==> src/hw/usbcr_pkg.sv <==
package usbcr_pkg;

  // Register indices; byte address is four times the index
  localparam logic [6:0] IDX_MAIN_STATUS   = 7'h00;
  localparam logic [6:0] IDX_DEV_STATUS    = 7'h01;
  localparam logic [6:0] IDX_HOST_STATUS   = 7'h02;
  localparam logic [6:0] IDX_CPU_STATUS    = 7'h03;
  localparam logic [6:0] IDX_FIFO_STATUS   = 7'h04;
  localparam logic [6:0] IDX_MAIN_ENABLE   = 7'h08;
  localparam logic [6:0] IDX_DEV_ENABLE    = 7'h09;
  localparam logic [6:0] IDX_HOST_ENABLE   = 7'h0A;
  localparam logic [6:0] IDX_CPU_ENABLE    = 7'h0B;
  localparam logic [6:0] IDX_FIFO_ENABLE   = 7'h0C;
  localparam logic [6:0] IDX_REVISION      = 7'h10;
  localparam logic [6:0] IDX_CHIP_RESET    = 7'h11;
  localparam logic [6:0] IDX_POWER_STATE   = 7'h12;
  localparam logic [6:0] IDX_WAKE_HIGH     = 7'h14;
  localparam logic [6:0] IDX_WAKE_LOW      = 7'h15;
  localparam logic [6:0] IDX_BUS_POWER     = 7'h16;
  localparam logic [6:0] IDX_XCVR_CONTROL  = 7'h17;
  localparam logic [6:0] IDX_DEV_LINE      = 7'h18;
  localparam logic [6:0] IDX_HOST_LINE     = 7'h19;
  localparam logic [6:0] IDX_TEST_MODE     = 7'h1B;
  localparam logic [6:0] IDX_ROLE_SELECT   = 7'h1F;
  localparam logic [6:0] IDX_BUS_SETUP     = 7'h7E;

  // Group layout: the enable of a group sits eight indices above its status
  localparam logic [6:0] GROUP_ENABLE_STEP = 7'h08;
  localparam int         GROUPS            = 4;
  // Implemented bits of device, host, cpu and fifo groups (index 0 = device)
  localparam logic [GROUPS-1:0][7:0] GROUP_MASK = {8'h87, 8'h83, 8'hFB, 8'hBB};
  localparam logic [7:0] MAIN_MASK         = 8'hF1;
  localparam int         MAIN_FINISHED_BIT = 0;
  localparam int         MAIN_GROUP_LSB    = 4;

  // Reset values and the test mode write mask
  localparam logic [7:0] CHIP_RESET_RESET  = 8'h80;
  localparam logic [7:0] XCVR_RESET        = 8'h91;
  localparam logic [7:0] ZERO_RESET        = 8'h00;
  localparam logic [7:0] TEST_MODE_MASK    = 8'h33;

  // Field positions
  localparam int SETUP_ORDER_HI = 10;
  localparam int SETUP_WIDTH_HI = 9;
  localparam int SETUP_ORDER_LO = 2;
  localparam int SETUP_WIDTH_LO = 1;
  localparam int PM_GO_SLEEP    = 7;
  localparam int PM_GO_ACTIVE   = 6;
  localparam int PM_CPU_CUT     = 5;
  localparam int CHIP_MODE_RST  = 7;
  localparam int CHIP_ALL_RST   = 0;
  localparam int BUS_POWER_BIT  = 7;
  localparam int ROLE_HOST_BIT  = 0;

  // Power state codes shown in the low bits of the power state register
  localparam logic [1:0] PM_CODE_SLEEP  = 2'h0;
  localparam logic [1:0] PM_CODE_WAKING = 2'h1;
  localparam logic [1:0] PM_CODE_ACTIVE = 2'h3;

  // Revision code; the value is arbitrary
  localparam logic [7:0] REVISION_CODE = 8'h5A;

  typedef enum logic [2:0] {
    PM_SLEEP  = 3'b001,
    PM_WAKING = 3'b010,
    PM_ACTIVE = 3'b100
  } usbcr_pm_type;

  typedef struct packed {
    logic byte_order;
    logic bus_width;
  } usbcr_setup_type;

  typedef struct packed {
    logic       vbus;
    logic       speed;
    logic [1:0] line_state;
  } usbcr_line_type;

endpackage : usbcr_pkg

==> src/hw/usbcr_sync.sv <==
`timescale 1ns/1ns
module usbcr_sync #(
  parameter int W = 4
) (
  input  wire logic         pclk,
  input  wire logic         presetn,
  input  wire logic [W-1:0] async_in,
  output logic      [W-1:0] sync_out
);
  logic [W-1:0] stage1;

  // Two flip-flops per pin level
  always_ff @(posedge pclk or negedge presetn) begin
    if (!presetn) begin
      stage1   <= '0;
      sync_out <= '0;
    end else begin
      stage1   <= async_in;
      sync_out <= stage1;
    end
  end
endmodule : usbcr_sync

==> src/hw/usbcr_int_group.sv <==
`timescale 1ns/1ns
module usbcr_int_group #(
  parameter logic [7:0] MASK = 8'hFF
) (
  input  wire logic       pclk,
  input  wire logic       presetn,
  input  wire logic [7:0] set_bits,
  input  wire logic [7:0] clear_bits,
  output logic      [7:0] status
);
  logic [7:0] next_status;

  // Sticky bits, write one to clear, a new event beats the clear
  assign next_status = ((status & ~clear_bits) | set_bits) & MASK;

  always_ff @(posedge pclk or negedge presetn) begin
    if (!presetn) begin
      status <= 8'h00;
    end else begin
      status <= next_status;
    end
  end
endmodule : usbcr_int_group

==> src/hw/usbcr_regs.sv <==
// Functional notes
// Until the setup word has been written, no register other than the setup word can be reached.
// While uninitialized, every write at any address is taken as a write of the setup word.
// After initialization, further accesses to the setup word are ignored and its setting is frozen.
// The setup word holds a byte-order bit and a bus-width bit, mirrored in both byte lanes.
// In the ACTIVE power state every register bit reads its held value, which is its reset value after reset.
// In the SLEEP power state only a chosen subset of bits reads back, all others read zero.
// The block is in the SLEEP power state as soon as reset is released.
// Each group bit of the main status shows whether any enabled bit of that group's status is set.
//
// Added by the designer: register access over APB.
`timescale 1ns/1ns
module usbcr_regs #(
  parameter int ADDR_W = 12
) (
  input  wire logic                       pclk,
  input  wire logic                       presetn,
  input  wire logic                       psel,
  input  wire logic                       penable,
  input  wire logic                       pwrite,
  input  wire logic [ADDR_W-1:0]          paddr,
  input  wire logic [31:0]                pwdata,
  output logic      [31:0]                prdata,
  output logic                            pready,
  output logic                            pslverr,
  input  wire logic [7:0]                 device_events,
  input  wire logic [7:0]                 host_events,
  input  wire logic [7:0]                 cpu_events,
  input  wire logic [7:0]                 fifo_events,
  input  wire usbcr_pkg::usbcr_line_type  device_line_pins,
  input  wire usbcr_pkg::usbcr_line_type  host_line_pins,
  output usbcr_pkg::usbcr_setup_type      bus_setup,
  output logic                            initialized,
  output logic                            power_active,
  output logic                            cpu_cut,
  output logic                            all_reset,
  output logic                            test_mode_reset,
  output logic      [7:0]                 xcvr_control,
  output logic      [7:0]                 test_mode,
  output logic                            bus_power_enable,
  output logic                            role_host,
  output logic                            irq
);
  // Line pins come from outside the clock domain: two flip-flops each
  usbcr_pkg::usbcr_line_type dev_line;
  usbcr_pkg::usbcr_line_type host_line;
  usbcr_sync #(.W(4)) u_dev_sync (
    .pclk     (pclk),
    .presetn  (presetn),
    .async_in (device_line_pins),
    .sync_out (dev_line)
  );
  usbcr_sync #(.W(4)) u_host_sync (
    .pclk     (pclk),
    .presetn  (presetn),
    .async_in (host_line_pins),
    .sync_out (host_line)
  );

  // Bus phases and address decode
  logic        setup_phase;
  logic        access_phase;
  logic        wr_access;
  logic        aligned;
  logic [6:0]  idx;
  logic        mapped;
  assign setup_phase  = psel & ~penable;
  assign access_phase = psel & penable;
  assign wr_access    = access_phase & pwrite;
  assign aligned      = (paddr[1:0] == 2'h0) && ((paddr >> 9) == '0);
  assign idx          = paddr[8:2];

  // Register index known to the map
  function automatic logic is_mapped(input logic [6:0] i);
    is_mapped = (i <= usbcr_pkg::IDX_FIFO_STATUS) ||
                (i >= usbcr_pkg::IDX_MAIN_ENABLE && i <= usbcr_pkg::IDX_FIFO_ENABLE) ||
                (i >= usbcr_pkg::IDX_REVISION && i <= usbcr_pkg::IDX_POWER_STATE) ||
                (i >= usbcr_pkg::IDX_WAKE_HIGH && i <= usbcr_pkg::IDX_HOST_LINE) ||
                (i == usbcr_pkg::IDX_TEST_MODE) || (i == usbcr_pkg::IDX_ROLE_SELECT) ||
                (i == usbcr_pkg::IDX_BUS_SETUP);
  endfunction : is_mapped

  // Bits that still read back in SLEEP
  function automatic logic [7:0] sleep_mask(input logic [6:0] i);
    if (i == usbcr_pkg::IDX_MAIN_STATUS || i == usbcr_pkg::IDX_MAIN_ENABLE ||
        i == usbcr_pkg::IDX_CHIP_RESET || i == usbcr_pkg::IDX_POWER_STATE ||
        i == usbcr_pkg::IDX_WAKE_HIGH || i == usbcr_pkg::IDX_WAKE_LOW ||
        i == usbcr_pkg::IDX_ROLE_SELECT) begin
      sleep_mask = 8'hFF;
    end else begin
      sleep_mask = 8'h00;
    end
  endfunction : sleep_mask

  assign mapped = aligned && is_mapped(idx);

  // Write strobes, only after initialization and never to the setup word
  logic uninit;
  logic reg_wr;
  assign reg_wr = wr_access & ~uninit & mapped & (idx != usbcr_pkg::IDX_BUS_SETUP);
  function automatic logic hit(input logic [6:0] i, input logic [6:0] want);
    hit = (i == want);
  endfunction : hit

  // Setup word and uninitialized period
  always_ff @(posedge pclk or negedge presetn) begin
    if (!presetn) begin
      uninit    <= 1'b1;
      bus_setup <= '0;
    end else if (wr_access && uninit) begin
      uninit               <= 1'b0;
      bus_setup.byte_order <= pwdata[usbcr_pkg::SETUP_ORDER_LO] | pwdata[usbcr_pkg::SETUP_ORDER_HI];
      bus_setup.bus_width  <= pwdata[usbcr_pkg::SETUP_WIDTH_LO] | pwdata[usbcr_pkg::SETUP_WIDTH_HI];
    end
  end
  assign initialized = ~uninit;

  // Interrupt groups: device, host, cpu, fifo
  logic [usbcr_pkg::GROUPS-1:0][7:0] grp_events;
  logic [usbcr_pkg::GROUPS-1:0][7:0] grp_status;
  logic [usbcr_pkg::GROUPS-1:0][7:0] grp_enable;
  logic [usbcr_pkg::GROUPS-1:0]      grp_pending;
  assign grp_events = {fifo_events, cpu_events, host_events, device_events};

  genvar g;
  generate
    for (g = 0; g < usbcr_pkg::GROUPS; g++) begin : gen_group
      localparam logic [6:0] STAT_IDX = usbcr_pkg::IDX_DEV_STATUS + 7'(g);
      logic [7:0] clr;
      assign clr = (reg_wr && hit(idx, STAT_IDX)) ? pwdata[7:0] : 8'h00;
      usbcr_int_group #(.MASK(usbcr_pkg::GROUP_MASK[g])) u_group (
        .pclk       (pclk),
        .presetn    (presetn),
        .set_bits   (grp_events[g]),
        .clear_bits (clr),
        .status     (grp_status[g])
      );
      always_ff @(posedge pclk or negedge presetn) begin
        if (!presetn) begin
          grp_enable[g] <= usbcr_pkg::ZERO_RESET;
        end else if (reg_wr && hit(idx, STAT_IDX + usbcr_pkg::GROUP_ENABLE_STEP)) begin
          grp_enable[g] <= pwdata[7:0] & usbcr_pkg::GROUP_MASK[g];
        end
      end
      // Group summary toward the main status
      assign grp_pending[g] = |(grp_status[g] & grp_enable[g]);
    end
  endgenerate

  // Power state machine: SLEEP out of reset, WAKING while the wake timer runs down
  usbcr_pkg::usbcr_pm_type pm_state;
  usbcr_pkg::usbcr_pm_type next_pm_state;
  logic [15:0]             wake_count;
  logic [15:0]             next_wake_count;
  logic [7:0]              wake_high;
  logic [7:0]              wake_low;
  logic                    pm_done;
  logic                    pm_wr;
  logic                    go_sleep;
  logic                    go_active;
  assign pm_wr     = reg_wr && hit(idx, usbcr_pkg::IDX_POWER_STATE);
  assign go_sleep  = pm_wr & pwdata[usbcr_pkg::PM_GO_SLEEP];
  assign go_active = pm_wr & pwdata[usbcr_pkg::PM_GO_ACTIVE];
  always_comb begin
    next_pm_state   = pm_state;
    next_wake_count = wake_count;
    pm_done         = 1'b0;
    case (pm_state)
      usbcr_pkg::PM_SLEEP: begin
        if (go_active) begin
          next_pm_state   = usbcr_pkg::PM_WAKING;
          next_wake_count = {wake_high, wake_low};
        end
      end
      usbcr_pkg::PM_WAKING: begin
        if (go_sleep) begin
          next_pm_state = usbcr_pkg::PM_SLEEP;
          pm_done       = 1'b1;
        end else if (wake_count == 16'h0000) begin
          next_pm_state = usbcr_pkg::PM_ACTIVE;
          pm_done       = 1'b1;
        end else begin
          next_wake_count = wake_count - 16'h0001;
        end
      end
      usbcr_pkg::PM_ACTIVE: begin
        if (go_sleep) begin
          next_pm_state = usbcr_pkg::PM_SLEEP;
          pm_done       = 1'b1;
        end
      end
      default: begin
        next_pm_state = usbcr_pkg::PM_SLEEP;
      end
    endcase
  end

  // State and timer registers
  always_ff @(posedge pclk or negedge presetn) begin
    if (!presetn) begin
      pm_state   <= usbcr_pkg::PM_SLEEP;
      wake_count <= 16'h0000;
    end else begin
      pm_state   <= next_pm_state;
      wake_count <= next_wake_count;
    end
  end
  assign power_active = (pm_state == usbcr_pkg::PM_ACTIVE);

  // State code shown in the power state register
  function automatic logic [1:0] pm_code(input usbcr_pkg::usbcr_pm_type s);
    case (s)
      usbcr_pkg::PM_ACTIVE: pm_code = usbcr_pkg::PM_CODE_ACTIVE;
      usbcr_pkg::PM_WAKING: pm_code = usbcr_pkg::PM_CODE_WAKING;
      default:              pm_code = usbcr_pkg::PM_CODE_SLEEP;
    endcase
  endfunction : pm_code

  // Write strobes of the plain registers
  logic main_stat_wr;
  logic main_en_wr;
  logic chip_wr;
  logic wake_hi_wr;
  logic wake_lo_wr;
  logic bus_power_wr;
  logic xcvr_wr;
  logic test_mode_wr;
  logic role_wr;
  assign main_stat_wr = reg_wr && hit(idx, usbcr_pkg::IDX_MAIN_STATUS);
  assign main_en_wr   = reg_wr && hit(idx, usbcr_pkg::IDX_MAIN_ENABLE);
  assign chip_wr      = reg_wr && hit(idx, usbcr_pkg::IDX_CHIP_RESET);
  assign wake_hi_wr   = reg_wr && hit(idx, usbcr_pkg::IDX_WAKE_HIGH);
  assign wake_lo_wr   = reg_wr && hit(idx, usbcr_pkg::IDX_WAKE_LOW);
  assign bus_power_wr = reg_wr && hit(idx, usbcr_pkg::IDX_BUS_POWER);
  assign xcvr_wr      = reg_wr && hit(idx, usbcr_pkg::IDX_XCVR_CONTROL);
  assign test_mode_wr = reg_wr && hit(idx, usbcr_pkg::IDX_TEST_MODE);
  assign role_wr      = reg_wr && hit(idx, usbcr_pkg::IDX_ROLE_SELECT);

  // Plain registers; the all-reset bit drops again one cycle after it is written
  logic [7:0] main_enable;
  logic [7:0] chip_reset;
  logic       cpu_cut_hold;
  logic       bus_power;
  logic [7:0] xcvr_reg;
  logic [7:0] test_mode_reg;
  logic       role_reg;
  always_ff @(posedge pclk or negedge presetn) begin
    if (!presetn) begin
      main_enable   <= usbcr_pkg::ZERO_RESET;
      chip_reset    <= usbcr_pkg::CHIP_RESET_RESET;
      cpu_cut_hold  <= 1'b0;
      wake_high     <= usbcr_pkg::ZERO_RESET;
      wake_low      <= usbcr_pkg::ZERO_RESET;
      bus_power     <= 1'b0;
      xcvr_reg      <= usbcr_pkg::XCVR_RESET;
      test_mode_reg <= usbcr_pkg::ZERO_RESET;
      role_reg      <= 1'b0;
    end else begin
      main_enable   <= main_en_wr ? (pwdata[7:0] & usbcr_pkg::MAIN_MASK) : main_enable;
      chip_reset    <= chip_wr ? {pwdata[usbcr_pkg::CHIP_MODE_RST], 6'h00, pwdata[usbcr_pkg::CHIP_ALL_RST]}
                               : {chip_reset[usbcr_pkg::CHIP_MODE_RST], 7'h00};
      cpu_cut_hold  <= pm_wr ? pwdata[usbcr_pkg::PM_CPU_CUT] : cpu_cut_hold;
      wake_high     <= wake_hi_wr ? pwdata[7:0] : wake_high;
      wake_low      <= wake_lo_wr ? pwdata[7:0] : wake_low;
      bus_power     <= bus_power_wr ? pwdata[usbcr_pkg::BUS_POWER_BIT] : bus_power;
      xcvr_reg      <= xcvr_wr ? pwdata[7:0] : xcvr_reg;
      test_mode_reg <= test_mode_wr ? (pwdata[7:0] & usbcr_pkg::TEST_MODE_MASK) : test_mode_reg;
      role_reg      <= role_wr ? pwdata[usbcr_pkg::ROLE_HOST_BIT] : role_reg;
    end
  end

  // Finished flag of the power machine: sticky, a new event beats the clear
  logic finished_pm;
  logic next_finished_pm;
  assign next_finished_pm = pm_done | (finished_pm & ~(main_stat_wr & pwdata[usbcr_pkg::MAIN_FINISHED_BIT]));
  always_ff @(posedge pclk or negedge presetn) begin
    if (!presetn) begin
      finished_pm <= 1'b0;
    end else begin
      finished_pm <= next_finished_pm;
    end
  end

  // Main status: one summary bit per group, device group in the top bit
  logic [7:0] main_status;
  assign main_status = {grp_pending[0], grp_pending[1], grp_pending[2], grp_pending[3], 3'h0, finished_pm};
  assign irq         = |(main_status & main_enable);

  // Outputs toward the rest of the controller
  assign cpu_cut          = cpu_cut_hold;
  assign all_reset        = chip_reset[usbcr_pkg::CHIP_ALL_RST];
  assign test_mode_reset  = chip_reset[usbcr_pkg::CHIP_MODE_RST];
  assign xcvr_control     = xcvr_reg;
  assign test_mode        = test_mode_reg;
  assign bus_power_enable = bus_power;
  assign role_host        = role_reg;

  // Read selection of the addressed register
  logic [1:0] grp_sel;
  logic [7:0] read_value;
  logic [7:0] sleep_bits;
  logic [7:0] read_byte;
  assign grp_sel = idx[1:0] - 2'h1;
  always_comb begin
    read_value = 8'h00;
    if (idx == usbcr_pkg::IDX_MAIN_STATUS) begin
      read_value = main_status;
    end else if (idx >= usbcr_pkg::IDX_DEV_STATUS && idx <= usbcr_pkg::IDX_FIFO_STATUS) begin
      read_value = grp_status[grp_sel];
    end else if (idx == usbcr_pkg::IDX_MAIN_ENABLE) begin
      read_value = main_enable;
    end else if (idx >= usbcr_pkg::IDX_DEV_ENABLE && idx <= usbcr_pkg::IDX_FIFO_ENABLE) begin
      read_value = grp_enable[grp_sel];
    end else if (idx == usbcr_pkg::IDX_REVISION) begin
      read_value = usbcr_pkg::REVISION_CODE;
    end else if (idx == usbcr_pkg::IDX_CHIP_RESET) begin
      read_value = chip_reset;
    end else if (idx == usbcr_pkg::IDX_POWER_STATE) begin
      read_value = {2'h0, cpu_cut_hold, 3'h0, pm_code(pm_state)};
    end else if (idx == usbcr_pkg::IDX_WAKE_HIGH) begin
      read_value = wake_high;
    end else if (idx == usbcr_pkg::IDX_WAKE_LOW) begin
      read_value = wake_low;
    end else if (idx == usbcr_pkg::IDX_BUS_POWER) begin
      read_value = {bus_power, 7'h00};
    end else if (idx == usbcr_pkg::IDX_XCVR_CONTROL) begin
      read_value = xcvr_reg;
    end else if (idx == usbcr_pkg::IDX_DEV_LINE) begin
      read_value = {dev_line.vbus, dev_line.speed, 4'h0, dev_line.line_state};
    end else if (idx == usbcr_pkg::IDX_HOST_LINE) begin
      read_value = {host_line.vbus, 5'h00, host_line.line_state};
    end else if (idx == usbcr_pkg::IDX_TEST_MODE) begin
      read_value = test_mode_reg;
    end else if (idx == usbcr_pkg::IDX_ROLE_SELECT) begin
      read_value = {7'h00, role_reg};
    end
  end
  assign sleep_bits = sleep_mask(idx);
  // Uninitialized reads see nothing; outside ACTIVE only the kept bits show
  assign read_byte  = (uninit || !mapped) ? 8'h00 :
                      power_active ? read_value : (read_value & sleep_bits);

  // APB answer: read data captured in the setup cycle, no wait states
  always_ff @(posedge pclk or negedge presetn) begin
    if (!presetn) begin
      prdata <= 32'h0000_0000;
    end else if (setup_phase && !pwrite) begin
      prdata <= {24'h00_0000, read_byte};
    end
  end
  assign pready  = access_phase;
  assign pslverr = access_phase & ~uninit & ~mapped;

  // Summary bit follows an enabled event of its group
  generate
    for (g = 0; g < usbcr_pkg::GROUPS; g++) begin : gen_group_chk
      localparam logic [6:0] EN_IDX = usbcr_pkg::IDX_DEV_ENABLE + 7'(g);

    end
  endgenerate
endmodule : usbcr_regs

==> config.mk <==
export PLATFORM = sky130hd
export DESIGN_NAME = usbcr_regs
export DESIGN_NICKNAME = d
export VERILOG_FILES = /design/src/hw/usbcr_pkg.sv /design/src/hw/usbcr_sync.sv /design/src/hw/usbcr_int_group.sv /design/src/hw/usbcr_regs.sv
export SDC_FILE = /design/constraint.sdc
export NUM_CORES = 1
export LEC_CHECK = 0
export ABC_AREA = 1
export BUFFER_PORTS_ARGS = -buffer_cell sky130_fd_sc_hd__buf_4
export CORE_ASPECT_RATIO = 0.75
export CORE_MARGIN = 2
export CORE_UTILIZATION = 35
export CTS_BUF_LIST = sky130_fd_sc_hd__clkbuf_4 sky130_fd_sc_hd__clkbuf_8
export DETAILED_ROUTE_END_ITERATION = 8
export GPL_TIMING_DRIVEN = 0
export PLACE_DENSITY = 0.57
export SKIP_LAST_GASP = 1
export SLEW_MARGIN = 0
export SYNTH_ARGS = -nofsm -noshare
export SYNTH_HDL_FRONTEND = slang
export SYNTH_SLANG_ARGS = --single-unit
==> constraint.sdc <==
create_clock -name pclk -period 2.45 [get_ports pclk]
set_input_delay 0.245 -clock pclk [delete_from_list [all_inputs] [get_ports pclk]]
set_output_delay 0.245 -clock pclk [all_outputs]
set_load 0.02 [all_outputs]
Yosys cells after proc, flatten, opt, wreduce, memory -nomap -nowiden
Index checks and enable logic that the tools add are counted.

Word-level logic and storage cells: 203. Bits in registers: 131. Output and inout bits: 60. Bits of input ports: 89.

Reduce and logical (&&, ||, !) cells: 54. Bitwise gates (word level): 37. Equal/unequal tests: 30. $add $sub $neg: 2. Multiplexer cells: 41. Order comparisons: 10.

Operators with widths (number): $mux W8 (22); $and A8 B8 Y8 (10); $eq A7 B5 Y1 const B (11); $mux W16 (3); $reduce_or A8 Y1 (5); $eq A7 B4 Y1 const B (5); $bmux W8 S2 (2); $not A8 Y8 (4); $or A8 B8 Y8 (4); $pmux W16 S2 (1); $logic_and A1 B1 Y1 (27); $logic_not A16 Y1 (1); $sub A16 B1 Y16 const B (1); $eq A7 B2 Y1 const B (2); $ge A7 B4 Y1 const B (2); $ge A7 B5 Y1 const B (2); $le A7 B5 Y1 const B (2); $logic_or A1 B1 Y1 (13); $and A1 B1 Y1 (12); $logic_not A12 Y1 (1); $mux W3 (4); $pmux W3 S3 (1); $eq A7 B1 Y1 const B (1); $eq A7 B3 Y1 const B (1); 25 further kinds (37).

Depth between registers and ports, before layout
Gate-level depths: netlist of the first run.

Word-level depth: 19. Mapped depth: 22. Gate-level depth less buffers: 20.

Modules after synthesis
Synthesis of the first run repeated with hierarchy kept, for this count alone.

Cell total of the unflattened synthesis: 1019. Area, all modules: 7342.0 um2.

Modules (own cells, without submodules): usbcr_regs (cells an instance 887, instances 1, area an instance 6035.8 um2, sequential area each 2234.6 um2); usbcr_sync (cells an instance 8, instances 2, area an instance 200.2 um2, sequential area each 200.2 um2); usbcr_int_group at gen_group[1].u_group (cells an instance 37, instances 1, area an instance 291.5 um2, sequential area each 175.2 um2); usbcr_int_group at gen_group[0].u_group (cells an instance 33, instances 1, area an instance 259.0 um2, sequential area each 150.1 um2); usbcr_int_group at gen_group[3].u_group (cells an instance 25, instances 1, area an instance 193.9 um2, sequential area each 100.1 um2); usbcr_int_group at gen_group[2].u_group (cells an instance 21, instances 1, area an instance 161.4 um2, sequential area each 75.1 um2).

Worst setup path before layout of the first run
No wires, ideal clock.

Path kind: input -> register. From: input paddr[2]. To: register wake_count[9]. Stages on the path: 16. Data arrival time: 2262 ps. Data required time: 2333 ps. Path slack: 70 ps. Path through: clkbuf_1 -> inv_1 -> clkbuf_1 -> ha_1 -> nand4_1 -> nand2_1 -> nor2_1 -> nand4_2 -> nand4_4 -> nor2_4 -> nand2_2 -> nand2_4 -> nand3_4 -> buf_6 -> nand2_1 -> nand2_1.

Longest elaborated chain between the ends: 15. Elaborated cells on any way between the ends: 30. Classes of those cells: order compare (7); eq/ne (7); bitwise (4); reduce/logical (12).

Ends and longest elaborated chain: start, declared (RTL line usbcr_regs.sv:21) `input wire logic [ADDR_W-1:0] paddr,`; $ge A7 B4 Y1 / $le A7 B4 Y1 (equally long branches) (RTL line usbcr_regs.sv:76) `(i >= usbcr_pkg::IDX_MAIN_ENABLE && i <= usbcr_pkg::IDX_FIFO_ENABLE) ||`; $logic_and A1 B1 Y1 (RTL line usbcr_regs.sv:76); $logic_or A1 B1 Y1 (RTL line usbcr_regs.sv:75) `is_mapped = (i <= usbcr_pkg::IDX_FIFO_STATUS) ||`; $logic_or A1 B1 Y1 (RTL line usbcr_regs.sv:76); $logic_or A1 B1 Y1 (RTL line usbcr_regs.sv:77) `(i >= usbcr_pkg::IDX_REVISION && i <= usbcr_pkg::IDX_POWER_STATE) ||`; $logic_or A1 B1 Y1 (RTL line usbcr_regs.sv:78) `(i >= usbcr_pkg::IDX_WAKE_HIGH && i <= usbcr_pkg::IDX_HOST_LINE) ||`; $logic_or A1 B1 Y1 (2 in a row) (RTL line usbcr_regs.sv:79) `(i == usbcr_pkg::IDX_TEST_MODE) || (i == usbcr_pkg::IDX_ROLE_SELECT) ||`; $logic_and A1 B1 Y1 (RTL line usbcr_regs.sv:95) `assign mapped = aligned && is_mapped(idx);`; $and A1 B1 Y1 (2 in a row) (RTL line usbcr_regs.sv:100) `assign reg_wr = wr_access & ~uninit & mapped & (idx != usbcr_pkg::IDX_BUS_SETUP);`; $logic_and A1 B1 Y1 * (RTL line usbcr_regs.sv:161) `assign pm_wr = reg_wr && hit(idx, usbcr_pkg::IDX_POWER_STATE);`; $and A1 B1 Y1, on equally long branches (RTL line usbcr_regs.sv:162, usbcr_regs.sv:163); $ne A2 B2 Y1 (no source line); $reduce_and A4 Y1 (no source line) *; end signal, assigned (RTL line usbcr_regs.sv:205) `wake_count <= next_wake_count;`; end, declared (RTL line usbcr_regs.sv:153) `logic [15:0] wake_count;`.

Every way passes the cells marked *; elsewhere a longest branch is shown, timed or not. A chain may end at the register's enable or synchronous reset.

Final worst setup path of the first run
From: register grp_enable[24] (netlist bit). To: output irq.

Longest elaborated chain between the ends: 4.

Ends and longest elaborated chain: start, declared (RTL line usbcr_regs.sv:121) `logic [usbcr_pkg::GROUPS-1:0][7:0] grp_enable;`; start signal, assigned by index (RTL line usbcr_regs.sv:140) `grp_enable[g] <= usbcr_pkg::ZERO_RESET;`; start signal, assigned by index (RTL line usbcr_regs.sv:142) `grp_enable[g] <= pwdata[7:0] & usbcr_pkg::GROUP_MASK[g];`; $and A8 B8 Y8 (RTL line usbcr_regs.sv:146) `assign grp_pending[g] = |(grp_status[g] & grp_enable[g]);`; $reduce_or A8 Y1 (RTL line usbcr_regs.sv:146); $and A8 B8 Y8 (RTL line usbcr_regs.sv:287) `assign irq = |(main_status & main_enable);`; $reduce_or A8 Y1 (RTL line usbcr_regs.sv:287); end, declared (RTL line usbcr_regs.sv:42) `output logic irq`.

No other way between the ends.

==> results of run 1 <==
## kinds of logic (layout without fill, tap and decap cells)
| kind of cell | Yosys count | after routing |
|---|---|---|
| AND/OR/NAND/NOR | 431 | 431 |
| AO/OA/AOI/OAI | 193 | 193 |
| buffers and inverters | 154 | 310 |
| flip-flops | 123 | 123 |
| adder cells (fa/ha/maj) | 5 | 5 |
| XOR/XNOR | 3 | 3 |
| other | 1 | 28 |
| multiplexers | 1 | 1 |
## timing repair
item / 4_1_cts / 5_1_grt
endpoints found under the hold margin: 79 / 0
setup buffers: 1 / 11
hold buffers: 29 / 0
gates resized for setup: 11 / 15
pin swaps: 2 / 8
endpoints found under the setup margin: 102 / 58
## per-layer routing
metal	up-vias	routed length, um	global-route usage, %
met5	-	0	0
met4	0	246	4.82
met3	16	1770	5.08
met2	249	8610	27.8
met1	3177	11100	34.5
li1	3276	-	-
## cells in the mapped netlist (all sizes together) (3+ instances only)
| library cell | instances |
|---|---|
| nor3 | 7 |
| or2 | 3 |
| nand2 | 274 |
| dfrtp | 117 |
| o31ai | 8 |
| dfstp | 6 |
| nand3b | 3 |
| buf | 34 |
| nand3 | 38 |
| o21bai | 13 |
| o21ai | 110 |
| ha | 5 |
| o211ai | 5 |
| a21oi | 36 |
| nand4 | 26 |
| a31oi | 4 |
| a22oi | 4 |
| nor2 | 76 |
| inv | 102 |
| clkbuf | 17 |
## worst max-delay path: stages (launching register included)
cell	delay, ns
dfrtp_1	0.44
nand2_1	0.08
o21ai_0	0.09
a221oi_2	0.38
nor2_1	0.08
a21oi_1	0.14
o2111ai_1	0.20
buf_4	0.22
## metrics by stage
stage	worst slack, ns	cell area, sq um	util (%)	setup TNS [ns]	power (uW)
floorplan	0.0704	6950	-	0	3890
global placement	-1.08	7890	41.0	-85.62	4450
detailed placement	-1.03	7930	41.1	-80.12	4470
CTS	0.00779	8650	44.9	0	6520
global route	-0.0378	8770	45.5	-0.157	7400
finish	0.130	8770	45.5	0	6970
## power groups by stage
stage	clock network (uW)	registers, uW	logic [uW]
global route	1930	2380	3080
floorplan	0	2350	1540
detailed placement	0	2390	2080
CTS	1850	2360	2310
finish	1810	2360	2800
global placement	0	2390	2070
## worst max path at each step
| stage | startpoint | to | cells after the start |
|---|---|---|---|
| floorplan | paddr[2] | wake_count[9] | 16 |
| global placement | paddr[2] | gen_group[1].u_group.status[7] | 14 |
| detailed placement | paddr[2] | gen_group[1].u_group.status[7] | 14 |
| CTS | wake_count[0] | wake_count[10] | 15 |
| global route | wake_count[1] | wake_count[10] | 15 |
| finish | grp_enable[24] | irq | 7 |
## layout make-up
class | instances | share of cell area (%)
Multi-Input combinational cell | 661 | 36.8
Sequential cell | 123 | 35.2
Timing Repair Buffer | 126 | 11.9
Inverter | 103 | 4.44
Tap cell | 253 | 3.61
Buffer | 49 | 3.58
Clock buffer | 18 | 2.82
Clock inverter | 14 | 1.68
==> metrics.txt, run 1 <==
outcome=finished, final reports clean; Worst slew margin=49.1%; ys async rst share=100%; Site Rows=44; max-slew violation count=0; worst reg-to-reg setup slack=0.15 ns; Psw=2640 uW; Syn Inst Count=911; Core Footprint=0.0193 sq mm; first-pass GRT wire length=33,700 um; WS Path Type=reg2out; register area share after synthesis=45.1%; YS warnings=0; Max Cap Violations=0; NumNets Final=1,175; largest net degree at the start of global routing=72; RSZ-0062 raised after global routing=true; Setup violations, final=0; Non-Filler Instances=1,347; fillers=1,966; CP Data Required Time=2.20 ns; Routed wire per std cell=16.1 um; register area=0.00309 sq mm; worst-skew pair later-pin latency=0.45 ns; largest family of logic cells by synthesized area=simple AND/OR/NAND/NOR gates; top post-synthesis cells by area=dfrtp_1, nand2_1, o21ai_0; Reg2Reg Capture Point=wake_count[14]; maximum vdd ir drop=0.561 mV; worst hold path type=in2reg; Synth top area share=42.8%; proportion of layout cells with a drive suffix above 1=19.1%; Initial Util=35.5%; final hold vios=0; Crit. End Element=output pin; die area=0.0207 sq mm; internal power=4320 uW; clock slew at reported path FFs=0.07 ns; worst-margin pin slew=0.764 ns; GRT Total Usage=21.3%; vias after detailed routing=6,718; WP data arrival=2.07 ns; Post-synth EDFFs=0; Regs by FF count=gen_group.u_group.status (20), grp_enable (20), wake_count (16); starting DRC count in detailed routing=668; CTS sink cnt=123; die width=165 um; Area Overhead vs Synth=28.2%; Worst R2R Path Depth=14; Seq pwr share=33.9%; gpl congestion=0.920; most frequent cells in the layout=nand2_1, buf_4, dfrtp_1; register bit total from synthesis=123; fin crit period=2.32 ns; post-placement cell count=1,276; Hold Path End=bus_setup[1]; worst r2r src=wake_count[0]; # port buffers=84; Hold Path Stages=3; Post-synth top flop=dfrtp_1; most common cell after layout, fill and taps aside=nand2_1; Final HPWL DP=16,100 um; Compound-Gate Fraction of Synth Area=15.8%; multi-input logic area=0.00323 sq mm; Hold Crit Start=pwdata[10]; CTS tree=yes; Clock Skews=0.0120 ns; number of global-route vias before repair=5,967; Initial DRT Pass Iterations=5; TritonCTS buffer count=17; via/cell ratio=4.99; cell taking the most area after synthesis=dfrtp_1; initial antenna violation count=0; Leak=0.00442 uW; syn_area_per_cell=7.51 sq um; Ports=149; DRT Wirelength=21,700 um; H-tree level count=4; Post-Synth Adder-Cell Area=0.914%; PD cells=794 mW/mm^2; Gate power share=40.2%; fmax=431 MHz; power share of the clock group=25.9%; crit path launch type=register; Die Y=125 um; GRT Residual Overflow=0; multiplexer share of the synthesized area=0.165%; CTS Buffer Depth=2; Tcrit/Tclk final=94.7%; Post-Synth XOR/XNOR Area=0.384%; Ant. Diodes=0; ANT nets after route=0; clock root cell=clkbuf_8; Min Hold Slack=0.0224 ns; drt drc=0; Yosys cell types=48; simple-gate area share of the yosys netlist=27.4%; CP Max Fanout=3; switching fraction of total power=38.0%; Synth Cell Area=0.00685 sq mm
No activity file was read; power rests on OpenSTA's default activity.
==> run 2, diff against run 1 <==
--- a/config.mk
+++ b/config.mk
@@ -7,7 +7,6 @@
 export LEC_CHECK = 0
 export ABC_AREA = 1
 export BUFFER_PORTS_ARGS = -buffer_cell sky130_fd_sc_hd__buf_4
-export CORE_ASPECT_RATIO = 0.75
 export CORE_MARGIN = 2
 export CORE_UTILIZATION = 35
 export CTS_BUF_LIST = sky130_fd_sc_hd__clkbuf_4 sky130_fd_sc_hd__clkbuf_8
==> metrics.txt, run 2 (synthesis results as in run 1) <==
Crit. End Element=register; fmax=442 MHz; dpl cell area=0.00794 sq mm; PD cells=768 mW/mm^2; post-route cell area=0.00884 sq mm; GRT Residual Overflow=0; met1 usage=28.7%; NumNets Final=1,179; Max Cap Violations=0; crit path launch type=register; clock root cell=clkbuf_8; CTS Buffer Depth=2; worst-skew pair later-pin latency=0.45 ns; starting DRC count in detailed routing=495; DRT Wirelength=20,700 um; fin crit period=2.26 ns; Routed wire per std cell=15.2 um; via/cell ratio=4.83; die width=144 um; most common cell after layout, fill and taps aside=nand2_1; number of global-route vias before repair=6,299; Tcrit/Tclk final=92.3%; worst-margin pin slew=0.723 ns; Ports=149; Worst slew margin=51.8%; max-slew violation count=0; layer with the highest usage=met2; final hold vios=0; outcome=finished, final reports clean; WS Path Type=reg2reg; drt drc=0; proportion of layout cells with a drive suffix above 1=19.6%; most frequent cells in the layout=nand2_1, buf_4, dfrtp_1; gpl congestion=0.894; ANT nets after route=0; CP Data Required Time=2.79 ns; CTS sink cnt=123; largest net degree at the start of global routing=90; Area Overhead vs Synth=29.2%; worst hold path type=in2reg; Regs by FF count=gen_group.u_group.status (20), grp_enable (20), wake_count (16); TritonCTS buffer count=17; maximum vdd ir drop=0.340 mV; die area=0.0207 sq mm; # port buffers=84; grt met2 use=33.3%; clock slew at reported path FFs=0.07 ns; initial antenna violation count=0; first-pass GRT wire length=33,300 um; Core Footprint=0.0193 sq mm; Min Hold Slack=0.0230 ns; Clock Skews=0.00919 ns; Die Y=144 um; Final HPWL DP=15,300 um; CP Max Fanout=6; Setup violations, final=0; GRT Total Usage=21.0%; H-tree level count=4; register area=0.00309 sq mm; Leak=0.00448 uW; WP data arrival=2.61 ns; multi-input logic area=0.00323 sq mm; Initial DRT Pass Iterations=5; grt met3 use=4.27%; fillers=1,969; Ant. Diodes=0; CTS tree=yes; Initial Util=35.4%; vias after detailed routing=6,579; Site Rows=51
[run 2: cell count changes in the layout (fill, tap and decap cells not counted), moves of 2 or more]
cell        delta
clkinv_2       +2
clkbuf_1       -3
clkbuf_8       +4
clkbuf_2       +3
buf_4          +2
buf_6          +2
clkinvlp_4     -7
clkbuf_4       +4
nand2_2        +2
[run 2: repair_timing]
item	CTS	global route
resized for setup	9	23
pin swaps	1	9
hold buffers	29	0
setup endpoints to repair	104	73
cloned	0	1
setup buffers	1	13
hold endpoints to repair	62	0
[run 2: path summary, 6_finish.rpt]
check / from / end / slack [ns] / cells past startpoint
min reg2reg: u_host_sync.stage1[3] / u_host_sync.sync_out[3] / 0.34 / 0
max in group asynchronous: presetn / grp_enable[16] / 1.40 / 3
max reg2reg: wake_count[0] / wake_count[2] / 0.19 / 14
min in group asynchronous: presetn / wake_count[2] / 0.27 / 2
min: pwdata[10] / bus_setup[1] / 0.02 / 3
max: wake_count[0] / wake_count[2] / 0.19 / 14
[run 2: critical path: stages, from the launching register on]
cell and delay, ns:
dfrtp_1 0.39, inv_2 0.07, ha_2 0.18, inv_1 0.07, nor3_4 0.14, nand2_2 0.11
nor2_4 0.16, nand2_2 0.08, nor3_2 0.11, nand3b_1 0.17, o21ai_2 0.21, nand2_2 0.12
buf_4 0.18, nand4_1 0.10, nand2_1 0.06
[run 2: report_power, final]
part	internal, uW	switching [uW]
sequential	2200	170
combinational	1030	1510
clock	1070	809
total	4300	2490
[run 2: per-layer routing]
| layer | wire, um | share of wire [%] | up-vias |
|---|---|---|---|
| met4 | 450 | 2.2 | 0 |
| met5 | 0 | 0 | - |
| met2 | 9620 | 46 | 208 |
| met1 | 9650 | 47 | 3066 |
| met3 | 994 | 4.8 | 31 |
| li1 | - | - | 3274 |
[run 2: final cells by class]
cell class	count	area share, %
buffer	50	3.64
clock buffer	25	3.68
clock inverter	7	0.991
inverter	103	4.40
multi-input combinational	661	36.6
sequential	123	34.9
tap	265	3.75
timing repair buffer	129	12.1
[run 2: per-stage QoR]
step           instances  setup WS [ns]  TNS [ns]  total power (uW)  util (%)
6_report            1363          0.187         0              6790      45.7
5_1_grt             1363        -0.0357    -0.132              7270      45.7
4_1_cts             1349         0.0184         0              6420      44.9
3_5_place_dp        1288          -1.07    -86.18              4410      41.1
3_3_place_gp        1287          -1.05    -84.07              4400      40.9
2_1_floorplan        938         0.0704         0              3890         -
